--- src/core/cmpmx_pkg.sv ---
// Package of constants and types for the comparator control block.
package cmpmx_pkg;

  // ----------------------------------------------------------------
  // Bus geometry
  // ----------------------------------------------------------------
  localparam int unsigned CMPMX_ADDR_W = 8;
  localparam int unsigned CMPMX_DATA_W = 32;

  // ----------------------------------------------------------------
  // Register byte offsets
  // ----------------------------------------------------------------
  localparam logic [7:0] CMPMX_OFS_CTRL_STATUS = 8'h00; // comparator_control_status
  localparam logic [7:0] CMPMX_OFS_CTRL_SECOND = 8'h04; // comparator_control_second
  localparam logic [7:0] CMPMX_OFS_IRQ_STATUS = 8'h08; // Sticky event status, read only.
  localparam logic [7:0] CMPMX_OFS_IRQ_CLEAR = 8'h0c; // Write one to clear, reads zero.
  localparam logic [7:0] CMPMX_OFS_IRQ_ENABLE = 8'h10; // Interrupt enable mask.

  // ----------------------------------------------------------------
  // Field positions of comparator_control_status
  // ----------------------------------------------------------------
  localparam int unsigned CMPMX_BIT_POWER_OFF = 7;
  localparam int unsigned CMPMX_BIT_REF_POS = 6;
  localparam int unsigned CMPMX_BIT_RESULT = 5;
  localparam int unsigned CMPMX_BIT_EVENT = 4;
  localparam int unsigned CMPMX_BIT_IRQ_EN = 3;
  localparam int unsigned CMPMX_BIT_MUX_EN = 2;
  localparam int unsigned CMPMX_BIT_EDGE_HI = 1;
  localparam int unsigned CMPMX_BIT_EDGE_LO = 0;

  // Field of comparator_control_second and of the interrupt registers.
  localparam int unsigned CMPMX_PAIR_MSB = 2;
  localparam int unsigned CMPMX_BIT_IRQ_EVENT = 0;

  // ----------------------------------------------------------------
  // Reset values
  // ----------------------------------------------------------------
  localparam logic [7:0] CMPMX_RST_CTRL_STATUS = 8'h00;
  localparam logic [2:0] CMPMX_RST_PAIR = 3'h0;
  localparam logic CMPMX_RST_IRQ_MASK = 1'b0;

  // ----------------------------------------------------------------
  // Edge modes and input selection codes
  // ----------------------------------------------------------------
  typedef enum logic [1:0] {
    CMPMX_EDGE_TOGGLE = 2'b00,
    CMPMX_EDGE_RESERVED = 2'b01,
    CMPMX_EDGE_FALL = 2'b10,
    CMPMX_EDGE_RISE = 2'b11
  } cmpmx_edge_t;

  // Source codes for the analog input switches.
  localparam logic [1:0] CMPMX_SRC_PIN0 = 2'h0;
  localparam logic [1:0] CMPMX_SRC_PIN1 = 2'h1;
  localparam logic [1:0] CMPMX_SRC_PIN2 = 2'h2;
  localparam logic [1:0] CMPMX_SRC_REF = 2'h3;

endpackage : cmpmx_pkg

--- src/core/cmpmx_top.sv ---
// Comparator control block: register file, input routing, edge events and interrupt.
//
// Behaviour
// - Result reads one when selected positive input exceeds selected negative input.
// - Raw result is synchronised, adding one to two clocks of latency.
// - Read-only result sits at bit 5 of the control/status register.
// - Writing one to bit 7 powers the comparator off, allowed any time.
// - Bit 6 routes the internal reference to the positive input instead of a pin.
// - Bit 4 event flag sets when a result change matches the chosen edge.
// - Interrupt requested only with flag, enable bit, enable mask register and global enable all set.
// - Flag clears on vector execution or on a written one; zero leaves it.
// - Enable bit 3 allows the interrupt when one, blocks it when zero.
// - Mode bits 1:0 pick toggle, reserved, falling or rising edge.
// - Mux enable with converter off lets the channel mux feed the negative input.
// - Mux mode: channels 0..63 feed negative; pair field picks positive pin.
// - Otherwise the pair field selects both pins per the fixed pair table.
// - Pair field occupies bits 2:0 of the second control register.
`timescale 1ns/1ps

module cmpmx_top (
  // Clock and reset
  input wire logic CLK,
  input wire logic RESET_N,
  // APB slave
  input wire logic PSEL,
  input wire logic PENABLE,
  input wire logic PWRITE,
  input wire logic [cmpmx_pkg::CMPMX_ADDR_W-1:0] PADDR,
  input wire logic [cmpmx_pkg::CMPMX_DATA_W-1:0] PWDATA,
  input wire logic [3:0] PSTRB,
  output logic [cmpmx_pkg::CMPMX_DATA_W-1:0] PRDATA,
  output logic PREADY,
  output logic PSLVERR,
  // Processor interrupt interface
  input wire logic GLOBAL_IRQ_ENABLE,
  input wire logic IRQ_VECTOR_ACK,
  output logic IRQ,
  // Converter state shared with this block
  input wire logic CONVERTER_ENABLE,
  input wire logic [5:0] CONVERTER_CHANNEL_SELECT,
  // Analog comparator core and input switches
  input wire logic COMPARATOR_RAW,
  output logic COMPARATOR_POWER_OFF,
  output logic [1:0] POSITIVE_SOURCE,
  output logic NEGATIVE_FROM_CHANNEL_MUX,
  output logic [1:0] NEGATIVE_PIN,
  output logic [5:0] NEGATIVE_CHANNEL
);

  import cmpmx_pkg::*;

  // ----------------------------------------------------------------
  // State
  // ----------------------------------------------------------------
  typedef struct packed {
    logic result_prev;
    logic power_off;
    logic ref_pos;
    logic event_flag;
    logic irq_en;
    logic mux_en;
    logic [1:0] edge_sel;
    logic [2:0] pair_sel;
    logic irq_mask;
    logic [CMPMX_DATA_W-1:0] rdata;
    logic [1:0] pos_src;
    logic neg_mux;
    logic [1:0] neg_pin;
    logic [5:0] neg_chan;
  } cmpmx_state_t;

  cmpmx_state_t st_ff;
  cmpmx_state_t nxt_st;

  logic result_sync;
  logic setup_phase;
  logic access_phase;
  logic wr_lane0;
  logic rise;
  logic fall;
  logic edge_hit;
  logic clr_write;

  // ----------------------------------------------------------------
  // Helper functions
  // ----------------------------------------------------------------

  // Address decode is used for both read data and write strobes.
  function automatic logic reg_hit(input logic [7:0] addr, input logic [7:0] ofs);
    reg_hit = (addr == ofs);
  endfunction : reg_hit

  function automatic logic addr_mapped(input logic [7:0] addr);
    addr_mapped = reg_hit(addr, CMPMX_OFS_CTRL_STATUS) || reg_hit(addr, CMPMX_OFS_CTRL_SECOND) ||
                  reg_hit(addr, CMPMX_OFS_IRQ_STATUS) || reg_hit(addr, CMPMX_OFS_IRQ_CLEAR) ||
                  reg_hit(addr, CMPMX_OFS_IRQ_ENABLE);
  endfunction : addr_mapped

  // ----------------------------------------------------------------
  // Result synchroniser
  // ----------------------------------------------------------------

  // The core's raw decision is asynchronous to CLK; two stages give the
  // readable result a latency of one to two clocks.
  cmpmx_sync u_sync (
    .CLK(CLK),
    .RESET_N(RESET_N),
    .ASYNC_IN(COMPARATOR_RAW),
    .SYNC_OUT(result_sync)
  );

  // ----------------------------------------------------------------
  // Bus phase decode
  // ----------------------------------------------------------------

  // Zero-wait slave: read data is captured in the setup cycle and the
  // access cycle always completes, so every transfer takes two clocks.
  assign setup_phase = PSEL && !PENABLE;
  assign access_phase = PSEL && PENABLE;
  assign wr_lane0 = access_phase && PWRITE && PSTRB[0];
  assign PREADY = 1'b1;
  assign PSLVERR = access_phase && !addr_mapped(PADDR[7:0]);
  assign PRDATA = st_ff.rdata;

  // ----------------------------------------------------------------
  // Edge detection
  // ----------------------------------------------------------------

  // Current and previous synchronised samples are compared every clock.
  assign rise = result_sync && !st_ff.result_prev;
  assign fall = !result_sync && st_ff.result_prev;

  // The reserved code matches no edge, so it can never set the flag.
  always_comb begin
    case (cmpmx_edge_t'(st_ff.edge_sel))
      CMPMX_EDGE_TOGGLE: edge_hit = rise || fall;
      CMPMX_EDGE_FALL: edge_hit = fall;
      CMPMX_EDGE_RISE: edge_hit = rise;
      CMPMX_EDGE_RESERVED: edge_hit = 1'b0;
      default: edge_hit = 1'b0;
    endcase
  end

  // A one written to the flag bit of the control register or to the
  // clear register removes the flag; a zero leaves it alone.
  assign clr_write = wr_lane0 &&
                     ((reg_hit(PADDR[7:0], CMPMX_OFS_CTRL_STATUS) && PWDATA[CMPMX_BIT_EVENT]) ||
                      (reg_hit(PADDR[7:0], CMPMX_OFS_IRQ_CLEAR) && PWDATA[CMPMX_BIT_IRQ_EVENT]));

  // ----------------------------------------------------------------
  // Next-state logic
  // ----------------------------------------------------------------
  always_comb begin
    nxt_st = st_ff;
    nxt_st.result_prev = result_sync;

    // Event flag: hardware set wins over a clear in the same cycle, so
    // an edge that lands on the acknowledge is never lost.
    if (edge_hit) begin
      nxt_st.event_flag = 1'b1;
    end else if (clr_write || IRQ_VECTOR_ACK) begin
      nxt_st.event_flag = 1'b0;
    end

    // Register writes take effect at the completing edge of the access.
    if (wr_lane0 && reg_hit(PADDR[7:0], CMPMX_OFS_CTRL_STATUS)) begin
      nxt_st.power_off = PWDATA[CMPMX_BIT_POWER_OFF];
      nxt_st.ref_pos = PWDATA[CMPMX_BIT_REF_POS];
      nxt_st.irq_en = PWDATA[CMPMX_BIT_IRQ_EN];
      nxt_st.mux_en = PWDATA[CMPMX_BIT_MUX_EN];
      nxt_st.edge_sel = PWDATA[CMPMX_BIT_EDGE_HI:CMPMX_BIT_EDGE_LO];
    end
    if (wr_lane0 && reg_hit(PADDR[7:0], CMPMX_OFS_CTRL_SECOND)) begin
      nxt_st.pair_sel = PWDATA[CMPMX_PAIR_MSB:0];
    end
    if (wr_lane0 && reg_hit(PADDR[7:0], CMPMX_OFS_IRQ_ENABLE)) begin
      nxt_st.irq_mask = PWDATA[CMPMX_BIT_IRQ_EVENT];
    end

    // Read data is sampled in the setup cycle; unmapped and write-only
    // locations read as zero.
    if (setup_phase) begin
      nxt_st.rdata = '0;
      if (reg_hit(PADDR[7:0], CMPMX_OFS_CTRL_STATUS)) begin
        nxt_st.rdata[CMPMX_BIT_POWER_OFF] = st_ff.power_off;
        nxt_st.rdata[CMPMX_BIT_REF_POS] = st_ff.ref_pos;
        nxt_st.rdata[CMPMX_BIT_RESULT] = result_sync;
        nxt_st.rdata[CMPMX_BIT_EVENT] = st_ff.event_flag;
        nxt_st.rdata[CMPMX_BIT_IRQ_EN] = st_ff.irq_en;
        nxt_st.rdata[CMPMX_BIT_MUX_EN] = st_ff.mux_en;
        nxt_st.rdata[CMPMX_BIT_EDGE_HI:CMPMX_BIT_EDGE_LO] = st_ff.edge_sel;
      end else if (reg_hit(PADDR[7:0], CMPMX_OFS_CTRL_SECOND)) begin
        nxt_st.rdata[CMPMX_PAIR_MSB:0] = st_ff.pair_sel;
      end else if (reg_hit(PADDR[7:0], CMPMX_OFS_IRQ_STATUS)) begin
        nxt_st.rdata[CMPMX_BIT_IRQ_EVENT] = st_ff.event_flag;
      end else if (reg_hit(PADDR[7:0], CMPMX_OFS_IRQ_ENABLE)) begin
        nxt_st.rdata[CMPMX_BIT_IRQ_EVENT] = st_ff.irq_mask;
      end
    end

    // Input routing is recomputed from the current settings each clock,
    // so the analog switches follow a register write one clock later.
    nxt_st.neg_chan = CONVERTER_CHANNEL_SELECT;
    if (st_ff.mux_en && !CONVERTER_ENABLE) begin
      // The converter multiplexer supplies the negative side.
      nxt_st.neg_mux = 1'b1;
      nxt_st.neg_pin = CMPMX_SRC_PIN1;
      if (st_ff.pair_sel[2]) begin
        nxt_st.pos_src = CMPMX_SRC_PIN2;
      end else if (st_ff.pair_sel[1]) begin
        nxt_st.pos_src = CMPMX_SRC_PIN1;
      end else begin
        nxt_st.pos_src = CMPMX_SRC_PIN0;
      end
    end else begin
      // Both sides come from the dedicated pins.
      nxt_st.neg_mux = 1'b0;
      case (st_ff.pair_sel)
        3'h0: begin
          nxt_st.pos_src = CMPMX_SRC_PIN0;
          nxt_st.neg_pin = CMPMX_SRC_PIN1;
        end
        3'h1: begin
          nxt_st.pos_src = CMPMX_SRC_PIN0;
          nxt_st.neg_pin = CMPMX_SRC_PIN2;
        end
        3'h2: begin
          nxt_st.pos_src = CMPMX_SRC_PIN1;
          nxt_st.neg_pin = CMPMX_SRC_PIN0;
        end
        3'h3: begin
          nxt_st.pos_src = CMPMX_SRC_PIN1;
          nxt_st.neg_pin = CMPMX_SRC_PIN2;
        end
        3'h4: begin
          nxt_st.pos_src = CMPMX_SRC_PIN2;
          nxt_st.neg_pin = CMPMX_SRC_PIN0;
        end
        default: begin
          nxt_st.pos_src = CMPMX_SRC_PIN2;
          nxt_st.neg_pin = CMPMX_SRC_PIN1;
        end
      endcase
    end

    // The internal reference overrides whichever pin was chosen above.
    if (st_ff.ref_pos) begin
      nxt_st.pos_src = CMPMX_SRC_REF;
    end
  end

  // ----------------------------------------------------------------
  // State register
  // ----------------------------------------------------------------
  always_ff @(posedge CLK or negedge RESET_N) begin
    if (!RESET_N) begin
      st_ff.result_prev <= 1'b0;
      st_ff.power_off <= CMPMX_RST_CTRL_STATUS[CMPMX_BIT_POWER_OFF];
      st_ff.ref_pos <= CMPMX_RST_CTRL_STATUS[CMPMX_BIT_REF_POS];
      st_ff.event_flag <= CMPMX_RST_CTRL_STATUS[CMPMX_BIT_EVENT];
      st_ff.irq_en <= CMPMX_RST_CTRL_STATUS[CMPMX_BIT_IRQ_EN];
      st_ff.mux_en <= CMPMX_RST_CTRL_STATUS[CMPMX_BIT_MUX_EN];
      st_ff.edge_sel <= CMPMX_RST_CTRL_STATUS[CMPMX_BIT_EDGE_HI:CMPMX_BIT_EDGE_LO];
      st_ff.pair_sel <= CMPMX_RST_PAIR;
      st_ff.irq_mask <= CMPMX_RST_IRQ_MASK;
      st_ff.rdata <= '0;
      st_ff.pos_src <= CMPMX_SRC_PIN0;
      st_ff.neg_mux <= 1'b0;
      st_ff.neg_pin <= CMPMX_SRC_PIN1;
      st_ff.neg_chan <= 6'h00;
    end else begin
      st_ff <= nxt_st;
    end
  end

  // ----------------------------------------------------------------
  // Outputs
  // ----------------------------------------------------------------

  // The interrupt needs the flag, the block enable, the status mask and
  // the processor's global enable together. Toggling power or the edge
  // mode can create a spurious edge, which is why software is expected
  // to drop the enable first; the hardware does not suppress it.
  assign IRQ = st_ff.event_flag && st_ff.irq_en && st_ff.irq_mask &&
               GLOBAL_IRQ_ENABLE;

  assign COMPARATOR_POWER_OFF = st_ff.power_off;
  assign POSITIVE_SOURCE = st_ff.pos_src;
  assign NEGATIVE_FROM_CHANNEL_MUX = st_ff.neg_mux;
  assign NEGATIVE_PIN = st_ff.neg_pin;
  assign NEGATIVE_CHANNEL = st_ff.neg_chan;

endmodule : cmpmx_top

--- src/core/cmpmx_sync.sv ---
// Two-stage synchroniser for the raw comparator result.
`timescale 1ns/1ps

module cmpmx_sync (
  // Clock and reset
  input wire logic CLK,
  input wire logic RESET_N,
  // Asynchronous level and its synchronised copy
  input wire logic ASYNC_IN,
  output logic SYNC_OUT
);

  logic meta_ff;
  logic sync_ff;

  // The first stage feeds only the second stage, so a metastable
  // value never reaches any decision logic.
  always_ff @(posedge CLK or negedge RESET_N) begin
    if (!RESET_N) begin
      meta_ff <= 1'b0;
      sync_ff <= 1'b0;
    end else begin
      meta_ff <= ASYNC_IN;
      sync_ff <= meta_ff;
    end
  end

  assign SYNC_OUT = sync_ff;

endmodule : cmpmx_sync

--- config.mk ---
export PLATFORM = sky130hd
export DESIGN_NAME = cmpmx_top
export DESIGN_NICKNAME = d
export VERILOG_FILES = /design/src/core/cmpmx_pkg.sv /design/src/core/cmpmx_top.sv /design/src/core/cmpmx_sync.sv
export SDC_FILE = /design/constraint.sdc
export NUM_CORES = 1
export LEC_CHECK = 0
export ABC_AREA = 1
export BUFFER_PORTS_ARGS = -buffer_cell sky130_fd_sc_hd__buf_2
export CAP_MARGIN = 20
export CORE_MARGIN = 3
export CORE_UTILIZATION = 42
export CTS_CLUSTER_DIAMETER = 60
export DETAILED_ROUTE_END_ITERATION = 12
export PLACE_DENSITY = 0.86
export SYNTH_ARGS = -nofsm -noshare
export SYNTH_HDL_FRONTEND = slang
export SYNTH_HIERARCHICAL = 1
export SYNTH_SLANG_ARGS = --single-unit
--- constraint.sdc ---
create_clock -name CLK -period 1.3 [get_ports CLK]
set_clock_uncertainty 0.05 [all_clocks]
set_input_delay 0.26 -clock CLK [delete_from_list [all_inputs] [get_ports CLK]]
set_output_delay 0.26 -clock CLK [all_outputs]
set_load 0.02 [all_outputs]
==> run metrics, run 1 <==
placed cell areas=2030 um^2; Yosys reg bits=33; DIE WIDTH=72.0 um; Avg Cell Area, Syn=9.38 um^2; n_diodes=0; Req. time, crit path=0.99 ns; Sum Neg Setup Slack=-0.0157 ns; CTS sink cnt=33; Reg2Reg Depth=4; ratio of cells with drive above 1 in the final layout=45.8%; Switching Fraction=24.6%; cell count after placement=289; CP top delay family=flip-flops; FF-to-FF setup slack=0.14 ns; failing checks=negative setup slack; Layout Cell Area excl Fill=2250 um^2; grt peak-use layer=met2; Max Cap Viol=0; Clock Latency Late Sink=0.28 ns; row count=23; routed vias/inst=4.48; Power, Total=0.00239 W; Die H=72.0 um; endpoints failing setup=1; initial antenna violation count=0; Layout fillers=356; Hold Vio Cnt, Final=0; GR Overflow Total=0; hpwl dp=2690 um; number of global-route vias before repair=1,298; commonest non-fill, non-tap cells in the layout=buf_2, dfrtp_1, conb_1; CP Max Fanout=2; buffer depth of the longest clock path=2; post-synthesis sequential area ratio=45.2%; met1 Use GR=16.8%; Avg WL per Cell=12.0 um; crit path buf inv count=1; Initial Util=44.8%; setup ws final=-0.0157 ns; synthesized cell area=1830 um^2; Hold Path Depth=1; most common cell after layout, fill and taps aside=buf_2; final core utilization=55.1%; PD cells=1060 nW/um^2; WP data arrival=1.01 ns; Min-Delay Endpoint=u_sync/meta_ff; WL final=3640 um; combinational share of power=14.6%; critical path capture point type=output pin; routed vias=1,358; Critical R2R Capture=st_ff[51]; Clk pin slew, worst setup/hold paths=0.07 ns; RR Startpoint=u_sync/SYNC_OUT; Core ar.=4090 um^2; Final Cycle Share=101%; internal power=0.00180 W; minimum clock period=1.32 ns; Highest Clock Rate=0.760 GHz; Leak=1.22 nW; GP Congestion=0.862; Die ar.=5180 um^2; area grow syn2layout=23.0%; Sw Pwr=0.000590 W; CP Class=register to output pin; Critical-path top delay cell=dfrtp_1; IO Port Bufs=52; CTS Root Cell=clkbuf_8; Final nets=313; CP cell instances=nand2_1 > nor3_2 > buf_4; RSZ-0062 raised after global routing=true; Final ANT Viol Nets=0; Overall Global Routing Usage=13.7%; status=finished with violations; DR pass1 iterations=6; io pins=106; first-pass GRT wire length=5590 um; register share of total power=44.9%; top cells by area, synth=dfrtp_1, buf_4, nand2_1; fin cells=303; max-slew violations=0; Yosys top cell area share=43.8%; startpoint types=register; met3 Use GR=4.57%; largest net degree at the start of global routing=34; Warnings, synthesis=6; Peak supply drop=0.000888 V; H-tree depth=2; DRC viols=0; area leader, netlist=dfrtp_1; CTS tree=yes; Yosys cell types=29; Min-Delay Path Class=input pin to register; Clk network pwr share=40.6%; CTS Buf Count=5; DRT iter0 DRCs=79; Crit path largest cell delay=0.34 ns; Gate Count Post-Synth=195; met2 usage=23.4%; HP Start=COMPARATOR_RAW
==> synthesized netlist by cell type <==
library cell / count
buf_6: 1
o21ai_0: 11
dfstp_2: 1
inv_2: 7
clkinv_1: 1
o21ai_2: 4
conb_1: 2
dfrtp_1: 32
nor2_1: 9
nand2_4: 2
nand2_2: 8
nand3_1: 7
nor2_8: 2
nand4_1: 1
ha_1: 2
a31oi_1: 1
buf_4: 43
inv_1: 15
nor3_1: 4
nand4_4: 1
a21oi_1: 5
o21ai_1: 1
nor3b_1: 1
nand2_1: 26
o31ai_1: 2
buf_12: 1
o31ai_2: 2
nor2_4: 2
nor2_2: 1
==> repair_timing <==
item	in CTS	in global routing
pin swaps	4	6
hold buffers	1	0
endpoints found under the hold margin	32	0
buffers inserted	3	2
setup endpoints to repair	2	2
gates resized for setup	6	10
gates cloned	0	0
==> per-stage QoR <==
step,setup WS (ns),hold slack (ns)
2_1_floorplan,0.111,-0.0856
3_3_place_gp,-0.0488,0.244
3_5_place_dp,-0.0533,0.257
4_1_cts,-0.0300,0.0242
5_1_grt,-0.104,0.0245
6_report,-0.0157,0.0346
==> kinds of logic after synthesis <==
| logic type | after synthesis | synth area share (%) |
|---|---|---|
| buf+inv | 68 | 24.1 |
| simple gates | 64 | 19.8 |
| flops | 33 | 45.2 |
| compound gates | 26 | 9.10 |
| fa+ha+maj | 2 | 1.37 |
| other cells | 2 | 0.411 |
==> power by group through the flow <==
stage	sequential, W	clock, W	combinational (W)
detailed placement	0.00109	0	0.000316
CTS	0.00107	0.00100	0.000331
global placement	0.00109	0	0.000310
finish	0.00107	0.000971	0.000349
floorplan	0.00109	0	0.000258
global route	0.00108	0.00105	0.000378
==> layer usage <==
layer,routed length [um],share of wire (%)
met4,39,1.1
met3,311,8.5
met5,0,0
met2,1830,50
met1,1460,40
==> final cells by class <==
type / instances / area (um^2) / area share (%)
timing repair buffer: 72 / 468 / 20.8
clock inverter: 1 / 30.0 / 1.33
clock buffer: 7 / 86.3 / 3.84
sequential: 33 / 827 / 36.8
inverter: 23 / 88.8 / 3.95
tap: 50 / 62.6 / 2.78
multi-input combinational: 117 / 687 / 30.5
==> state kept, by name (all words and copies together), names as in the netlist <==
signal                     cells
NEGATIVE_FROM_CHANNEL_MUX      1
NEGATIVE_PIN                   2
NEGATIVE_CHANNEL               6
POSITIVE_SOURCE                2
st_ff                         11
u_sync/SYNC_OUT                1
u_sync/meta_ff                 1
COMPARATOR_POWER_OFF           1
PRDATA                         8
==> worst register-to-register path, stage by stage (launching register included) <==
cell and delay [ns]:
dfrtp_1 0.40, ha_1 0.28, o21ai_0 0.14, o21ai_0 0.09, o21ai_0 0.13
==> worst max-delay path by stage <==
stage | from | endpoint | slack [ns] | cells past startpoint
2_1_floorplan | st_ff[51] | IRQ | 0.11 | 2
3_3_place_gp | PADDR[6] | PSLVERR | -0.05 | 7
3_5_place_dp | PADDR[6] | PSLVERR | -0.05 | 7
4_1_cts | st_ff[50] | IRQ | -0.03 | 3
5_1_grt | st_ff[50] | IRQ | -0.10 | 3
6_report | st_ff[50] | IRQ | -0.02 | 3
Power figures use the tool's default switching activity.
==> inputs of run 2 (changes only) <==
--- a/config.mk
+++ b/config.mk
@@ -8,6 +8,7 @@
 export ABC_AREA = 1
 export BUFFER_PORTS_ARGS = -buffer_cell sky130_fd_sc_hd__buf_2
 export CAP_MARGIN = 20
+export CORE_ASPECT_RATIO = 0.7
 export CORE_MARGIN = 3
 export CORE_UTILIZATION = 42
 export CTS_CLUSTER_DIAMETER = 60
==> run 2 against run 1 <==
The run still ends with negative setup slack left. Critical endpoint unchanged. Via count rose by 2.9%. Sequential share of layout area fell by 0.082 points. Design area increased by 0.22%. Final cell count is 0.99% higher.
==> run metrics, run 2 (synthesis results as in run 1) <==
H-tree depth=2; Reg2Reg Depth=4; area grow syn2layout=23.3%; minimum clock period=1.36 ns; Overall Global Routing Usage=15.5%; HP Start=CONVERTER_CHANNEL_SELECT[4]; met2 usage=25.4%; ratio of cells with drive above 1 in the final layout=47.2%; PD cells=1080 nW/um^2; Layout fillers=335; Leak=1.23 nW; CP top delay family=flip-flops; initial antenna violation count=0; n_diodes=0; Avg WL per Cell=13.7 um; GP Congestion=0.908; DR pass1 iterations=4; met3 Use GR=5.08%; CP Max Fanout=3; register share of total power=44.2%; crit path from=st_ff[51]; CTS Buf Count=5; RR Startpoint=u_sync/SYNC_OUT; max reg flops=11; row count=19; Clock Latency Late Sink=0.28 ns; buffer depth of the longest clock path=2; CP Class=register to output pin; startpoint types=register; crit path buf inv count=2; commonest non-fill, non-tap cells in the layout=buf_2, dfrtp_1, conb_1; DIE WIDTH=84.9 um; Min-Delay Endpoint=NEGATIVE_CHANNEL[4]; Setup WS pre-CTS=-0.0701 ns; status=finished with violations; met1 Use GR=19.2%; internal power=0.00181 W; Final ANT Viol Nets=0; Core ar.=4070 um^2; routed vias=1,398; largest net degree at the start of global routing=34; setup ws final=-0.0637 ns; Critical R2R Capture=st_ff[51]; critical path capture point type=output pin; Critical-path top delay cell=dfrtp_1; WP data arrival=1.05 ns; first-pass GRT wire length=6020 um; Req. time, crit path=0.99 ns; CTS sink cnt=33; most common cell after layout, fill and taps aside=buf_2; DRC viols=0; Final Cycle Share=105%; combinational share of power=15.0%; endpoints failing setup=2; WL final=4190 um; Final nets=314; grt peak-use layer=met2; FF-to-FF setup slack=0.18 ns; Power, Total=0.00243 W; CTS tree=yes; CP cell instances=inv_2 > nor3_2 > buf_4; Most flops, register=st_ff; routed vias/inst=4.57; IO Port Bufs=52; Initial Util=45.0%; Sw Pwr=0.000624 W; io pins=106; Die ar.=5200 um^2; hpwl dp=2740 um; CTS Root Cell=clkbuf_8; Max Cap Viol=0; Min-Delay Path Class=input pin to register; DRT iter0 DRCs=120; Crit path largest cell delay=0.38 ns; Peak supply drop=0.000642 V; Clk network pwr share=40.9%; failing checks=negative setup slack; max-slew violations=0; Die H=61.2 um; number of global-route vias before repair=1,370; Highest Clock Rate=0.733 GHz; Hold Vio Cnt, Final=0; Hold Path Depth=1; Clk pin slew, worst setup/hold paths=0.07 ns; GR Overflow Total=0; RSZ-0062 raised after global routing=true; Switching Fraction=25.6%
[run 2: cell type report]
type | instances | area, um^2 | area share, %
sequential | 33 | 827 | 36.7
multi-input combinational | 117 | 692 | 30.7
timing repair buffer | 73 | 463 | 20.5
inverter | 23 | 91.3 | 4.05
clock buffer | 7 | 86.3 | 3.83
tap | 52 | 65.1 | 2.89
clock inverter | 1 | 30.0 | 1.33
[run 2: what timing repair did]
| action | CTS | global route |
|---|---|---|
| endpoints found under the hold margin | 32 | 0 |
| hold buffers | 1 | 0 |
| buffers inserted | 4 | 5 |
| endpoints found under the setup margin | 2 | 3 |
| resized for setup | 11 | 13 |
| pin swaps | 3 | 8 |
| gates cloned | 0 | 0 |
[run 2: worst reg2reg max path, cell delays in order, from the launching register on]
cell     delay (ns)
dfrtp_1        0.40
ha_1           0.29
o21ai_1        0.12
o21ai_0        0.09
o21ai_1        0.11
[run 2: how the worst max path moves through the flow]
stage               endpoint  slack, ns  depth (start not counted)
floorplan                IRQ       0.11                          2
global placement     PSLVERR      -0.06                          7
detailed placement   PSLVERR      -0.07                          6
CTS                      IRQ      -0.03                          3
global route             IRQ      -0.10                          3
finish                   IRQ      -0.06                          3
[run 2: power by group through the flow]
| stage | logic [W] | clock network (W) | registers, W |
|---|---|---|---|
| final | 0.000364 | 0.000994 | 0.00107 |
| after global routing | 0.000395 | 0.00108 | 0.00108 |
| after CTS | 0.000331 | 0.00102 | 0.00107 |
| after detailed placement | 0.000308 | 0 | 0.00109 |
| after global placement | 0.000301 | 0 | 0.00109 |
| after floorplan | 0.000258 | 0 | 0.00109 |
[run 2: routing by layer]
layer | routed length (um) | share of wire (%) | vias to the layer above
met5 | 0 | 0 | -
li1 | - | - | 656
met4 | 78 | 1.9 | 0
met2 | 2010 | 48 | 68
met3 | 343 | 8.2 | 9
met1 | 1750 | 42 | 665
[run 2: through the flow]
step	cells	TNS (ns)	hold WS, ns	util (%)	instance area [um^2]
finish	306	-0.0974	0.0300	55.5	2250
global route	306	-0.170	0.00728	55.5	2250
CTS	301	-0.0277	0.0206	53.7	2180
detailed placement	288	-0.0750	0.185	48.9	1990
global placement	288	-0.0578	0.171	48.9	1990
floorplan	218	0	-0.0856	-	1920
